`config.mk`:
```
export PLATFORM = sky130hd
export DESIGN_NAME = pcdf_filter
export DESIGN_NICKNAME = d
export VERILOG_FILES = /design/src/rtl/pcdf_pkg.sv /design/src/rtl/pcdf_filter.sv
export VERILOG_INCLUDE_DIRS = /design/src /design/src/rtl
export SDC_FILE = /design/constraint.sdc
export NUM_CORES = 1
export LEC_CHECK = 0
export BUFFER_PORTS_ARGS = -buffer_cell sky130_fd_sc_hd__buf_2
export CAP_MARGIN = 20
export CORE_UTILIZATION = 65
export CTS_BUF_LIST = sky130_fd_sc_hd__clkbuf_16
export DETAILED_ROUTE_END_ITERATION = 8
export PLACE_DENSITY = 0.81
export SYNTH_ARGS = -nofsm -noshare
export SYNTH_HDL_FRONTEND = slang
export SYNTH_SLANG_ARGS = --single-unit
```
`constraint.sdc`:
```
create_clock -name mclk -period 4.4 [get_ports mclk]
set_clock_uncertainty 0.2 [all_clocks]
set_input_delay 0.22 -clock mclk [delete_from_list [all_inputs] [get_ports mclk]]
set_output_delay 0.22 -clock mclk [all_outputs]
set_load 0.01 [all_outputs]
```
`src/rtl/pcdf_params.svh`:
```
// Constants for the per-channel debounce filter: map, fields, resets, timing.
// Operation
// - Only low-speed channels are filtered; high-speed channels pass straight through.
// - Each of eight channels owns two delay bits and two mode bits.
// - Delay code 00 adds nothing, 01 10 ms, 10 30 ms, 11 100 ms.
// - Low-speed channels always have a fixed 4 us low-pass stage first.
// - Mode code 00 deglitch, 01 low-pass counter, 1X blanking.
// - Without serial configuration every low-speed channel is low-pass with fixed delay.
// - Deglitch output follows only after input is stable for the delay.
// - Low-pass counter counts up while input differs from output.
// - Low-pass counter counts down, not cleared, when input returns to output.
// - Low-pass count resumes upward from any remaining nonzero value.
// - Low-pass output switches when the counter reaches the delay.
// - Blanking counter starts at zero so the first change passes at once.
// - Blanking at zero count: output takes change, counter loads the delay.
// - Blanking counter decrements on ticks and reloads on each input change; output ignores input meanwhile.
// - Blanking at zero: differing input updates the output immediately.
// - Blanking at zero with match: next input change passes without delay.
// - Blanking: every input change reloads the counter with the current delay.
// - Read-only status at 0x0 holds all eight filtered levels.
// - Mode selections live at 0x1 and 0x2, four channels each, high channel on top.
// - Delay selections live at 0x3 and 0x4, four channels each, high channel on top.
`ifndef PCDF_PARAMS_SVH
`define PCDF_PARAMS_SVH

// Register offsets.
`define PCDF_ADDR_STATUS   8'h00
`define PCDF_ADDR_SEL_LOW  8'h01
`define PCDF_ADDR_SEL_HIGH 8'h02
`define PCDF_ADDR_DLY_LOW  8'h03
`define PCDF_ADDR_DLY_HIGH 8'h04

// Field layout: two bits per channel, four channels per register.
`define PCDF_FLD_W         2
`define PCDF_CH_PER_REG    4

// Reset values.
`define PCDF_CFG_RST       8'h00
`define PCDF_RD_UNMAPPED   8'h00

// Selected delays in milliseconds, one tick per millisecond.
`define PCDF_DLY0_MS       7'h00
`define PCDF_DLY1_MS       7'h0A
`define PCDF_DLY2_MS       7'h1E
`define PCDF_DLY3_MS       7'h64

// Timing: clock rate, fixed stage and tick period.
`define PCDF_CLK_MHZ       25
`define PCDF_LP_NS         4000
`define PCDF_LP_CYC        ((`PCDF_LP_NS * `PCDF_CLK_MHZ) / 1000)
`define PCDF_TICK_NS       1000000
`define PCDF_TICK_CYC      ((`PCDF_TICK_NS * `PCDF_CLK_MHZ) / 1000)

`endif

```
`src/rtl/pcdf_pkg.sv`:
```
// Types shared by the per-channel debounce filter and its users.
package pcdf_pkg;

   // Filter modes after decoding the two-bit selection.
   typedef enum logic [1:0] {
      PCDF_DEGLITCH = 2'h0,
      PCDF_LOWPASS  = 2'h1,
      PCDF_BLANKING = 2'h2
   } pcdf_mode_t;

   // One channel's configuration as seen by its filter.
   typedef struct packed {
      logic [1:0] per_channel_filter_select;
      logic [1:0] per_channel_delay_select;
   } pcdf_chan_cfg_t;

   // Register access request from the host interface logic.
   typedef struct packed {
      logic       wr_en;
      logic       rd_en;
      logic [7:0] addr;
      logic [7:0] wdata;
   } pcdf_reg_req_t;

   // Register read answer.
   typedef struct packed {
      logic       rd_valid;
      logic [7:0] rd_data;
   } pcdf_reg_rsp_t;

endpackage : pcdf_pkg

```
`src/rtl/pcdf_filter.sv`:
```
// Eight-channel input debounce filter with per-channel delay and mode.
`timescale 1ns/1ps
`default_nettype none
`include "pcdf_params.svh"

module pcdf_filter #(
   parameter int         NUM_CH      = 8,
   parameter logic [7:0] HS_MASK     = 8'h00,
   parameter bit         SERIAL_CFG  = 1'b1,
   parameter logic [1:0] FIXED_DELAY = 2'h0,
   parameter int         TICK_CYCLES = `PCDF_TICK_CYC
) (
   // Clock and reset.
   input  wire logic                                mclk,
   input  wire logic                                sys_rst,
   // Raw field inputs, asynchronous to mclk.
   input  wire logic [NUM_CH-1:0]                   field_in,
   // Register access from the host interface logic.
   input  wire pcdf_pkg::pcdf_reg_req_t             reg_req,
   output var  pcdf_pkg::pcdf_reg_rsp_t             reg_rsp,
   // Filtered channel levels.
   output wire logic [NUM_CH-1:0]                   filtered_levels,
   // Configuration in force for each channel.
   output wire pcdf_pkg::pcdf_chan_cfg_t [NUM_CH-1:0] chan_cfg
);

   // Widths of the tick prescaler and the fixed-stage counter.
   localparam int TW = $clog2(TICK_CYCLES + 1) + 1;
   localparam int LP = `PCDF_LP_CYC;
   localparam int LW = $clog2(LP + 1) + 1;

   // Refuse settings the logic cannot serve.
   generate
      if (NUM_CH != 8 || TICK_CYCLES < 1 || LP < 1) begin : g_bad_param
         $error("pcdf_filter: NUM_CH must be 8 and cycle counts at least 1.");
      end
   endgenerate

   // Turns a delay code into a count of millisecond ticks.
   function automatic logic [6:0] delay_ticks(input logic [1:0] code);
      logic [6:0] t;
      t = `PCDF_DLY0_MS;
      case (code)
         2'h0:    t = `PCDF_DLY0_MS;
         2'h1:    t = `PCDF_DLY1_MS;
         2'h2:    t = `PCDF_DLY2_MS;
         2'h3:    t = `PCDF_DLY3_MS;
         default: t = `PCDF_DLY0_MS;
      endcase
      return t;
   endfunction : delay_ticks

   // Turns a mode code into a filter mode; the low bit is ignored when the top bit is set.
   function automatic pcdf_pkg::pcdf_mode_t mode_of(input logic [1:0] code);
      pcdf_pkg::pcdf_mode_t m;
      m = pcdf_pkg::PCDF_DEGLITCH;
      case (code)
         2'h0:    m = pcdf_pkg::PCDF_DEGLITCH;
         2'h1:    m = pcdf_pkg::PCDF_LOWPASS;
         2'h2:    m = pcdf_pkg::PCDF_BLANKING;
         2'h3:    m = pcdf_pkg::PCDF_BLANKING;
         default: m = pcdf_pkg::PCDF_DEGLITCH;
      endcase
      return m;
   endfunction : mode_of

   // Two-stage synchroniser on the field inputs. No reset, so the
   // outputs can load a settled input level while reset is held.
   logic [NUM_CH-1:0] sync_a_reg;
   logic [NUM_CH-1:0] sync_b_reg;

   always_ff @(posedge mclk)
   begin
      sync_a_reg <= field_in;
      sync_b_reg <= sync_a_reg;
   end

   // Millisecond tick. A single shared prescaler keeps area small, at the
   // cost of up to one tick of jitter on every nonzero selected delay.
   logic [TW-1:0] tick_cnt_reg;
   logic          tick_reg;

   always_ff @(posedge mclk)
   begin
      if (sys_rst)
      begin
         tick_cnt_reg <= '0;
         tick_reg     <= 1'b0;
      end
      else if (tick_cnt_reg == TW'(TICK_CYCLES - 1))
      begin
         tick_cnt_reg <= '0;
         tick_reg     <= 1'b1;
      end
      else
      begin
         tick_cnt_reg <= tick_cnt_reg + TW'(1);
         tick_reg     <= 1'b0;
      end
   end

   // Configuration registers, eight bits each.
   logic [7:0] filter_select_low_reg;
   logic [7:0] filter_select_high_reg;
   logic [7:0] delay_select_low_reg;
   logic [7:0] delay_select_high_reg;

   // Register writes; an unmapped offset changes nothing.
   always_ff @(posedge mclk)
   begin
      if (sys_rst)
      begin
         filter_select_low_reg  <= `PCDF_CFG_RST;
         filter_select_high_reg <= `PCDF_CFG_RST;
         delay_select_low_reg   <= `PCDF_CFG_RST;
         delay_select_high_reg  <= `PCDF_CFG_RST;
      end
      else if (reg_req.wr_en && SERIAL_CFG)
      begin
         case (reg_req.addr)
            `PCDF_ADDR_SEL_LOW:  filter_select_low_reg  <= reg_req.wdata;
            `PCDF_ADDR_SEL_HIGH: filter_select_high_reg <= reg_req.wdata;
            `PCDF_ADDR_DLY_LOW:  delay_select_low_reg   <= reg_req.wdata;
            `PCDF_ADDR_DLY_HIGH: delay_select_high_reg  <= reg_req.wdata;
            default:             filter_select_low_reg  <= filter_select_low_reg;
         endcase
      end
   end

   // Register reads answer one cycle after the request. The status
   // register ignores writes; unmapped offsets read as zero.
   always_ff @(posedge mclk)
   begin
      if (sys_rst)
      begin
         reg_rsp <= '0;
      end
      else
      begin
         reg_rsp.rd_valid <= reg_req.rd_en;
         if (reg_req.rd_en)
         begin
            case (reg_req.addr)
               `PCDF_ADDR_STATUS:   reg_rsp.rd_data <= filtered_levels;
               `PCDF_ADDR_SEL_LOW:  reg_rsp.rd_data <= filter_select_low_reg;
               `PCDF_ADDR_SEL_HIGH: reg_rsp.rd_data <= filter_select_high_reg;
               `PCDF_ADDR_DLY_LOW:  reg_rsp.rd_data <= delay_select_low_reg;
               `PCDF_ADDR_DLY_HIGH: reg_rsp.rd_data <= delay_select_high_reg;
               default:             reg_rsp.rd_data <= `PCDF_RD_UNMAPPED;
            endcase
         end
      end
   end

   // Per-channel filters.
   genvar ch;
   generate
      for (ch = 0; ch < NUM_CH; ch++) begin : g_ch
         localparam int FLD = (ch % `PCDF_CH_PER_REG) * `PCDF_FLD_W;

         logic [7:0] sel_word;
         logic [7:0] dly_word;

         // Channels 0..3 sit in the low registers, the highest channel on top.
         assign sel_word = (ch < `PCDF_CH_PER_REG) ? filter_select_low_reg
                                                   : filter_select_high_reg;
         assign dly_word = (ch < `PCDF_CH_PER_REG) ? delay_select_low_reg
                                                   : delay_select_high_reg;

         // Fixed variants ignore the registers and run the low-pass counter.
         if (SERIAL_CFG) begin : g_serial
            assign chan_cfg[ch].per_channel_filter_select = sel_word[FLD +: 2];
            assign chan_cfg[ch].per_channel_delay_select  = dly_word[FLD +: 2];
         end
         else begin : g_fixed
            assign chan_cfg[ch].per_channel_filter_select = 2'h1;
            assign chan_cfg[ch].per_channel_delay_select  = FIXED_DELAY;
         end

         if (HS_MASK[ch]) begin : g_fast
            // High-speed channels see only the synchroniser.
            assign filtered_levels[ch] = sync_b_reg[ch];
         end
         else begin : g_slow
            pcdf_pkg::pcdf_mode_t mode;
            logic [6:0]           tgt;
            logic [LW-1:0]        lp_cnt_reg;
            logic                 lp_out_reg;
            logic [6:0]           cnt_reg;
            logic                 last_reg;
            logic                 out_reg;
            logic                 changed;

            assign mode    = mode_of(chan_cfg[ch].per_channel_filter_select);
            assign tgt     = delay_ticks(chan_cfg[ch].per_channel_delay_select);
            assign changed = (lp_out_reg != last_reg);

            // Fixed low-pass stage ahead of the selectable one. It counts
            // cycles up while input and output differ and down otherwise.
            always_ff @(posedge mclk)
            begin
               if (sys_rst)
               begin
                  lp_cnt_reg <= '0;
                  lp_out_reg <= sync_b_reg[ch];
               end
               else if (sync_b_reg[ch] != lp_out_reg)
               begin
                  if (lp_cnt_reg >= LW'(LP - 1))
                  begin
                     lp_out_reg <= sync_b_reg[ch];
                     lp_cnt_reg <= '0;
                  end
                  else
                  begin
                     lp_cnt_reg <= lp_cnt_reg + LW'(1);
                  end
               end
               else if (lp_cnt_reg != '0)
               begin
                  lp_cnt_reg <= lp_cnt_reg - LW'(1);
               end
            end

            // Previous level of the fixed stage, used to see input changes.
            always_ff @(posedge mclk)
            begin
               if (sys_rst)
               begin
                  last_reg <= sync_b_reg[ch];
               end
               else
               begin
                  last_reg <= lp_out_reg;
               end
            end

            // Selectable stage. The counter is shared between modes; a mode
            // change mid-count simply carries the count over.
            always_ff @(posedge mclk)
            begin
               if (sys_rst)
               begin
                  cnt_reg <= 7'h00;
                  out_reg <= sync_b_reg[ch];
               end
               else
               begin
                  case (mode)
                     pcdf_pkg::PCDF_DEGLITCH:
                     begin
                        // Any movement restarts the stability count.
                        if (changed || lp_out_reg == out_reg)
                        begin
                           cnt_reg <= 7'h00;
                        end
                        else if (cnt_reg >= tgt)
                        begin
                           out_reg <= lp_out_reg;
                           cnt_reg <= 7'h00;
                        end
                        else if (tick_reg)
                        begin
                           cnt_reg <= cnt_reg + 7'h01;
                        end
                     end
                     pcdf_pkg::PCDF_LOWPASS:
                     begin
                        if (lp_out_reg != out_reg)
                        begin
                           if (cnt_reg >= tgt)
                           begin
                              out_reg <= lp_out_reg;
                              cnt_reg <= 7'h00;
                           end
                           else if (tick_reg)
                           begin
                              cnt_reg <= cnt_reg + 7'h01;
                           end
                        end
                        else if (tick_reg && cnt_reg != 7'h00)
                        begin
                           cnt_reg <= cnt_reg - 7'h01;
                        end
                     end
                     pcdf_pkg::PCDF_BLANKING:
                     begin
                        if (cnt_reg == 7'h00)
                        begin
                           // Blind time over: pass any difference at once.
                           if (lp_out_reg != out_reg)
                           begin
                              out_reg <= lp_out_reg;
                              cnt_reg <= tgt;
                           end
                        end
                        else if (changed)
                        begin
                           cnt_reg <= tgt;
                        end
                        else if (tick_reg)
                        begin
                           cnt_reg <= cnt_reg - 7'h01;
                        end
                     end
                     default:
                     begin
                        cnt_reg <= 7'h00;
                     end
                  endcase
               end
            end

            assign filtered_levels[ch] = out_reg;
         end
      end
   endgenerate

endmodule : pcdf_filter
`default_nettype wire

```
==> flow_summary.toml, run 1 <==
[outcome]
outcome = "finished with violations"
violations = "hold timing"

[pwr]
ir_worst_vdd_v = 0.0003734
clock_power_share_pct = 33.1
finalPower_mw = 7.005
p_sw_share_pct = 34.23
power_frac_comb_pct = 27.8
power.switching_mw = 2.398
pwr-share-seq_pct = 39.1
p_leak_nw = 6.319
power_density_mw_per_mm2 = 430.3
internal-power_mw = 4.608

[route]
drt_wl_total_mm = 37.37
drcViolationCount = 0
viasPerCell = 6.409
first_iter_violations = 1647
ant_nets = 0
wire_per_inst_um = 16.90
vias = 14170
drtPass1Iterations = 6

[synthesis]
synth_area_mm2 = 0.01479
synthTopCellsByCount = "dfxtp_1 (202), nor2_1 (180), nand2_1 (173)"
syn-num-nets = 2026
yosys.cell_types.count = 86
yosysSeqAreaShare_pct = 30.58
yosysTopAreaCellShare_pct = 27.34
ys.warnings.count = 0
async_flop_share_pct = 0
ys.flop_type = "dfxtp_1"
synth_edf_count = 16
ys_top_cells_by_area = "dfxtp_1 (27%), ha_1 (9.1%), nor2_1 (4.6%), a21oi_1 (4.5%), nand2_1 (4.4%)"
synth_seq_cells = 218
yosysMostFrequentCell = "dfxtp_1"
syn_avg_cell_area_um2 = 7.827
synth_area_leader_cell = "dfxtp_1"
netlist_instances = 1890

[sta]
worst_slew_pin_slew_ns = 1.060
slew-limit-headroom_pct = 28.82
fin_crit_sh_pct = 67.32
hold_slack_ns = -0.01889
setup_tns_ns = 0
hold_viol = 2
grt_setup_unrepaired = "no"
drv_slew = 0
setup_violations = 0
fmax_mhz = 337.6
post-route-min-period_ns = 2.962

[worst_hold_path]
hp-start = "reg_req[15]"
hp-class = "primary input to register"

[grt]
antenna_found_initial = 0
grt_pass1_wl_mm = 61.81
grt_max_degree = 126
grt_pass1_vias = 12940
grt_use_total_pct = 31.12
overflow = 0

[cts]
clk_latency_ns = 0.53
numCtsBuffers = 25
cts_root_buf = "clkbuf_16"
cts_buffer_depth = 3
cts_sinks = 218
clkTransAtPathRegs_ns = 0.06
cts_tree = "done"
cts_max_level = 1

[finish]
drive_gt1_share_pct = 8.907
areaGrowthSynthToFinish_pct = 10.04
final_net_count = 2049
largest_reg_flops = 64
antenna_cells = 0

[worst_setup_path]
crit_type = "register to register"
critPathLaunch = "delay_select_low_reg[5]"
crit_fanout = 11
cp-start-kind = "register"
cp_data_required_time_ns = 4.65
cp-end-kind = "register"
r2r_start = "delay_select_low_reg[5]"
worstPathArrival_ns = 3.22

[placement]
portBuffers = 76
dp_hpwl_mm = 25.56
gp_congestion = 0.9893

[floorplanning]
die_x_um = 152.9
die_area_mm2 = 0.02337
ios = 77
start_util_pct = 66.96
die_h_um = 152.9
num_rows = 54
core_area_mm2 = 0.02209

[run]
cap_violations = 0
area by class of cell:
type                       instances  area (µm²)
sequential                       218        4526
timing repair buffer             105       669.4
clock buffer                      30       750.7
tap                              280       350.3
multi-input combinational       1464        9430
inverter                          99       371.6
clock inverter                    15       180.2
fill                            1738        5816
metrics by stage:
stage	setup slack [ns]	area (µm²)	hold slack, ns	utilization, %	cells
after floorplan	1.645	14790	0.04772	-	1890
after global placement	1.554	15110	0.1118	68.39	2142
after detailed placement	1.485	15110	0.1121	68.39	2142
after CTS	1.457	16250	0.002574	73.56	2208
after global routing	1.165	16280	0.002206	73.68	2211
final	1.438	16280	-0.01889	73.68	2211
cells by family after synthesis:
kind of cell    after synthesis  synth area share [%]
buf+inv                     208                 5.667
mux                          21                 1.506
compound gates              469                 20.73
fa+ha+maj                   108                 9.135
simple gates                728                 24.21
flops                       218                 30.58
xor+xnor                    138                 8.171
placed cells by master (no fill, tap or decap), drive strengths merged, types with 15 or more instances in the layout:
cell type,count
nand4,19
buf,83
or3,16
nor2b,18
a21o,16
o32ai,17
nor4,21
and3,17
o22ai,15
nand2,173
a31oi,25
dfxtp,202
xor2,67
clkbuf,30
ha,108
a21oi,133
nor3,98
dlygate4sd3,22
xnor2,71
a221oi,17
a211oi,34
o21ai,105
edfxtp,16
nand3,110
nor2,180
inv,101
a22oi,17
final timing paths:
path	end	cells past startpoint	slack (ns)
max	g_ch[2].g_slow.cnt_reg[4]	9	1.44
min	delay_select_high_reg[6]	5	-0.02
max reg2reg	g_ch[2].g_slow.cnt_reg[4]	9	1.44
min reg2reg	sync_b_reg[2]	0	0.13
metal layers:
metal	GRT usage, %	up-vias	share of wire (%)
met4	10.87	0	2.6
li1	-	6873	-
met1	41.30	6575	43
met5	0	-	0
met2	52.03	647	47
met3	4.054	76	7.0
power groups by stage:
| stage | logic [mW] | registers, mW | clock network, mW |
|---|---|---|---|
| floorplan | 1.74 | 2.56 | 0 |
| global placement | 1.83 | 2.75 | 0 |
| detailed placement | 1.90 | 2.76 | 0 |
| CTS | 1.94 | 2.73 | 2.34 |
| global route | 2.22 | 2.80 | 2.44 |
| finish | 1.95 | 2.74 | 2.32 |
repair_timing:
item | in CTS | in global routing
hold buffers | 21 | 1
gates resized for setup | 0 | 0
endpoints found under the hold margin | 49 | 1
buffers inserted | 0 | 0
worst max-delay path, stage by stage (launching register included):
cell and delay (ns):
dfxtp_1 0.47, ha_1 0.22, inv_1 0.07, ha_1 0.29
a211oi_1 0.20, nor2_1 0.08, or4_1 0.70, nor4_1 0.38
o31ai_1 0.11, a21oi_1 0.16
No activity file was read; power rests on OpenSTA's default activity.
==> inputs of run 2 (changes only) <==
Settings changed: ABC_AREA set to 1, CORE_UTILIZATION 65 to 57, PLACE_DENSITY 0.81 to 0.75.
Clock period 4.4 ns to 2.5 ns, I/O delays scaled along.
==> run 2 against run 1 <==
Flip-flop and latch count unchanged. First-iteration DRC count fell by 24%. Largest cell class unchanged. Clock power up 63%. Routed wire length rose by 11%. Sequential share of layout area fell by 2.1 points. Area after synthesis is 7.0% higher. Highest routed layer unchanged. Register-to-register slack worse by 1.3 ns. Critical path depth unchanged. Setup slack worse by 1.3 ns. The run now ends clean.
==> flow_summary.toml, run 2 <==
[outcome]
outcome = "completed"

[placement]
dp_hpwl_mm = 30.32
gp_congestion = 0.9289
portBuffers = 76

[route]
first_iter_violations = 1247
viasPerCell = 5.572
ant_nets = 0
drtPass1Iterations = 7
drt_wl_total_mm = 41.39
wire_per_inst_um = 14.70
vias = 15690
drcViolationCount = 0

[sta]
grt_setup_unrepaired = "no"
worst_slew_pin_slew_ns = 0.8215
setup_tns_ns = 0
post-route-min-period_ns = 2.375
hold_viol = 0
setup_violations = 0
fin_crit_sh_pct = 95.01
drv_slew = 0
slew-limit-headroom_pct = 45.24
fmax_mhz = 421.0

[floorplanning]
die_h_um = 168.6
start_util_pct = 58.39
die_area_mm2 = 0.02843
core_area_mm2 = 0.02710
num_rows = 60
ios = 77
die_x_um = 168.6

[finish]
drive_gt1_share_pct = 11.10
multi_input_area_mm2 = 0.009763
regArea_mm2 = 0.004526
largest_reg_flops = 64
areaGrowthSynthToFinish_pct = 11.19
fillers = 2441
layout_common_cells = "nand2_1 (489), inv_1 (303), nor2_1 (204)"
final_net_count = 2558
final_common_cell = "nand2_1"

[worst_setup_path]
cp_data_required_time_ns = 2.52
cp_slowest_cell = "dfxtp_1"
path_buf_inv = 1
crit_fanout = 5
critical_path.top_delay_family = "adder cells"
cp-start-kind = "register"
critical_path.max_stage_delay_ns = 0.40
worstPathArrival_ns = 2.39
cp-end-kind = "register"
path_cells = "inv_1 -> ha_1 -> ha_1 -> nand2_1 -> nor2_1 -> o21ai_0 -> nand2_1 -> nor2_1 -> o21ai_0"
r2r_setup_slack_ns = 0.12
crit_type = "register to register"

[synthesis]
synth_area_mm2 = 0.01582
synth_seq_cells = 218
ys.flop_type = "dfxtp_1"
synth_area_leader_cell = "dfxtp_1"
synthTopCellsByCount = "nand2_1 (489), inv_1 (295), nor2_1 (204)"
ys_top_cells_by_area = "dfxtp_1 (26%), nand2_1 (12%), ha_1 (8.5%), inv_1 (7.0%), nand3_1 (6.4%)"
yosysMostFrequentCell = "nand2_1"
syn_avg_cell_area_um2 = 6.788
yosysTopAreaCellShare_pct = 25.56
netlist_instances = 2331
syn-num-nets = 2467
ys.warnings.count = 0
synth_edf_count = 16
yosys.cell_types.count = 62
async_flop_share_pct = 0
yosysSeqAreaShare_pct = 28.59

[cts]
clk_latency_ns = 0.54
cts_setup_buffers = 0
numCtsBuffers = 26
cts_tree = "done"
cts_buffer_depth = 3
cts_sinks = 218
cts_max_level = 1
cts_root_buf = "clkbuf_16"
clkTransAtPathRegs_ns = 0.06

[run]
cap_violations = 0

[grt]
grt_max_degree = 57
grt_use_total_pct = 28.80
grt_pass1_vias = 14210
overflow = 0
grt_pass1_wl_mm = 68.21
antenna_found_initial = 1

[pwr]
ir_worst_vdd_v = 0.0005562
internal-power_mw = 7.465
p_leak_nw = 8.358
clock_power_share_pct = 32.5
power_frac_comb_pct = 28.9
finalPower_mw = 11.62
p_sw_share_pct = 35.75
power.switching_mw = 4.153
power_density_mw_per_mm2 = 660.3
pwr-share-seq_pct = 38.5

[worst_hold_path]
hp-class = "primary input to register"
## run 2: changes by cell type in the layout (fill, tap and decap cells not counted), moves of 29 or more
cell / previous run / this run
inv_1: 98 / 303
o21ai_0: 103 / 132
nor3_1: 94 / 44
nand3_1: 110 / 201
nand4_1: 19 / 63
nand2_1: 173 / 489
xnor2_1: 71 / 12
## run 2: power groups by stage
stage | logic (mW) | registers [mW] | clock network, mW
5_1_grt | 3.84 | 4.55 | 3.98
6_report | 3.36 | 4.47 | 3.78
4_1_cts | 3.33 | 4.46 | 3.86
2_1_floorplan | 2.70 | 4.40 | 0
3_3_place_gp | 3.22 | 4.52 | 0
3_5_place_dp | 3.28 | 4.53 | 0
## run 2: path summary, 6_finish.rpt
check | end | cells past startpoint | start
setup reg to reg | g_ch[2].g_slow.out_reg | 9 | delay_select_low_reg[4]
setup / recovery | g_ch[2].g_slow.out_reg | 9 | delay_select_low_reg[4]
hold reg to reg | sync_b_reg[6] | 0 | sync_a_reg[6]
hold / removal | sync_a_reg[4] | 2 | field_in[4]
## run 2: cell families after synthesis
logic type	synth area share [%]
flops	28.59
buf+inv	9.741
xor+xnor	5.337
compound gates	14.64
fa+ha+maj	8.540
simple gates	33.15
## run 2: routing by layer
layer,track usage [%],vias up,share of wire [%]
li1,-,7898,-
met2,47.79,535,45
met3,4.980,82,7.3
met4,10.51,0,3.3
met1,37.51,7170,44
met5,0,-,0
## run 2: stage by stage
| step | instance area, µm² | worst slack [ns] | cells | hold slack (ns) | util [%] |
|---|---|---|---|---|---|
| finish | 17590 | 0.1248 | 2815 | 0.02819 | 64.92 |
| detailed placement | 16490 | 0.2281 | 2741 | 0.02857 | 60.86 |
| CTS | 17590 | 0.2019 | 2814 | 0.0009215 | 64.89 |
| floorplan | 15820 | 0.3799 | 2331 | -0.04728 | - |
| global route | 17590 | 0.01419 | 2815 | 0.01658 | 64.92 |
| global placement | 16490 | 0.3066 | 2741 | 0.02792 | 60.86 |
## run 2: area by class of cell
cell class                      instances  area share [%]
Inverter                              329           7.083
Sequential cell                       218           25.72
Clock inverter                         21          0.9529
Antenna cell                            1         0.01422
Clock buffer                           27           3.840
Timing Repair Buffer                  115           4.253
Multi-Input combinational cell       1732           55.49
Tap cell                              372           2.645
## run 2: repair_timing
action                                  4_1_cts  5_1_grt
gates resized for setup                       0        1
endpoints found under the setup margin        0        2
hold buffers                                 25        0
hold endpoints to repair                     48        0
==> inputs of run 3 (changes only) <==
Settings changed: BUFFER_PORTS_ARGS -buffer_cell sky130_fd_sc_hd__buf_2 to -buffer_cell sky130_fd_sc_hd__buf_4.
==> run 3 against run 2 <==
Critical path depth increased by 2. Worst hold slack better by 0.0055 ns. Via count down 0.71%. Clock-buffer cell count stayed put. Global-route usage down 0.62 points. Sequential share of layout area down 0.21 points. Flip-flop and latch count did not move. Core utilization increased by 0.54 points. Die area unchanged. Critical path type unchanged. Critical endpoint is now g_ch[2].g_slow.cnt_reg[3]. Largest cell class unchanged.
==> flow_summary.toml, run 3 (synthesized netlist as in run 2, its figures left out) <==
[sta]
setup_ws_ns = 0.1411
slew-limit-headroom_pct = 66.22
fmax_mhz = 423.9
fin_crit_sh_pct = 94.36
hold_viol = 0
grt_setup_unrepaired = "no"
worst_slew_pin_slew_ns = 0.5031
hold_slack_ns = 0.03369
post-route-min-period_ns = 2.359
setup_tns_ns = 0
setup_violations = 0
drv_slew = 0

[cts]
cts_root_buf = "clkbuf_16"
clkTransAtPathRegs_ns = 0.06
cts_tree = "done"
clk_latency_ns = 0.54
cts_buffer_depth = 3
cts_setup_buffers = 0
cts_sinks = 218
numCtsBuffers = 26
cts_max_level = 1

[pwr]
pwr-share-seq_pct = 39.3
ir_worst_vdd_v = 0.0005834
finalPower_mw = 11.36
clock_power_share_pct = 31.1
power_frac_comb_pct = 29.6
p_sw_share_pct = 35.96
power_density_mw_per_mm2 = 640.4
p_leak_nw = 8.382
power.switching_mw = 4.086
internal-power_mw = 7.276

[placement]
portBuffers = 76
gp_congestion = 0.9251
pre_cts_slack_ns = 0.2275
dp_hpwl_mm = 30.12
dpl-instance-area_mm2 = 0.01672

[grt]
overflow = 0
grt_pass1_vias = 14170
grt_use_total_pct = 28.18
grt_pass1_wl_mm = 67.05
grt_max_degree = 57
antenna_found_initial = 0

[route]
vias = 15570
first_iter_violations = 1212
viasPerCell = 5.536
ant_nets = 0
drtPass1Iterations = 8
wire_per_inst_um = 14.40
drt_wl_total_mm = 40.51
drcViolationCount = 0

[outcome]
outcome = "completed"

[finish]
final_net_count = 2557
areaGrowthSynthToFinish_pct = 12.12
fillers = 2414
multi_input_area_mm2 = 0.009768
regArea_mm2 = 0.004527
post-route-cell-area_mm2 = 0.01774
final_common_cell = "nand2_1"
largest_reg_flops = 64
drive_gt1_share_pct = 11.10
layout_common_cells = "nand2_1 (489), inv_1 (306), nor2_1 (204)"
antenna_cells = 0

[worst_hold_path]
whs_endpoint = "reg_rsp[5]"
hp-class = "primary input to register"
min_path_cells = 5
hp-start = "reg_req[11]"

[worst_setup_path]
crit_fanout = 6
critPathLaunch = "delay_select_low_reg[4]"
cp-start-kind = "register"
cp-end-kind = "register"
rr_endpoint = "g_ch[2].g_slow.cnt_reg[3]"
crit_type = "register to register"
r2r_setup_slack_ns = 0.14
reg2regPathDepth = 11
worstPathArrival_ns = 2.64
r2r_start = "delay_select_low_reg[4]"
cp_data_required_time_ns = 2.78

[floorplanning]
die_area_mm2 = 0.02843
num_rows = 60
core_area_mm2 = 0.02710
die_h_um = 168.6
start_util_pct = 58.39
ios = 77
die_x_um = 168.6

[run]
cap_violations = 0
run 3: cell count changes in the layout (fill, tap and decap cells not counted), sizes merged:
cell / delta
dlygate4sd3: -3
clkinvlp: -1
buf: +2
bufinv: -2
diode: -1
inv: +3
run 3: how the worst max path moves through the flow:
stage,endpoint,slack (ns),depth (start not counted)
finish,g_ch[2].g_slow.cnt_reg[3],0.14,11
global route,g_ch[2].g_slow.cnt_reg[5],0.02,12
CTS,g_ch[2].g_slow.cnt_reg[3],0.17,11
detailed placement,g_ch[2].g_slow.cnt_reg[3],0.23,11
global placement,g_ch[2].g_slow.cnt_reg[4],0.30,12
floorplan,g_ch[2].g_slow.out_reg,0.38,9
run 3: layer usage:
metal,vias up,GRT usage (%),wire [µm]
li1,7913,-,-
met5,-,0,0
met4,0,8.972,1156
met1,7083,36.40,18160
met3,77,3.928,2569
met2,500,48.48,18620
run 3: power by group through the flow:
stage                     Sequential, mW  Clock (mW)  Combinational, mW
after CTS                           4.45        3.60               3.34
after detailed placement            4.52           0               3.30
final                               4.47        3.53               3.37
after floorplan                     4.40           0               2.70
after global placement              4.51           0               3.23
after global routing                4.54        3.73               3.83
run 3: stage by stage:
step           utilization, %  cells
4_1_cts                 65.42   2813
3_5_place_dp            61.71   2743
2_1_floorplan               -   2331
3_3_place_gp            61.71   2743
6_report                65.47   2813
5_1_grt                 65.47   2813
run 3: what timing repair did:
| item | 4_1_cts | 5_1_grt |
|---|---|---|
| resized for setup | 0 | 3 |
| setup endpoints to repair | 0 | 6 |
| hold buffers | 22 | 0 |
| endpoints found under the hold margin | 86 | 0 |
run 3: cell type report:
cell class | count | area share (%)
Multi-Input combinational cell | 1732 | 55.06
Sequential cell | 218 | 25.51
Clock inverter | 21 | 0.6276
Clock buffer | 27 | 3.808
Tap cell | 372 | 2.623
Timing Repair Buffer | 114 | 5.346
Inverter | 329 | 7.024
run 3: critical path, stage by stage, from the launching register on:
cell and delay, ns:
dfxtp_1 0.42, inv_1 0.09, ha_1 0.33, ha_1 0.29, nand2_1 0.08, nor2_1 0.05, o21ai_0 0.14, nand2_1 0.14
nor2_2 0.29, nand2_1 0.09, nand3_1 0.08, and2_1 0.11
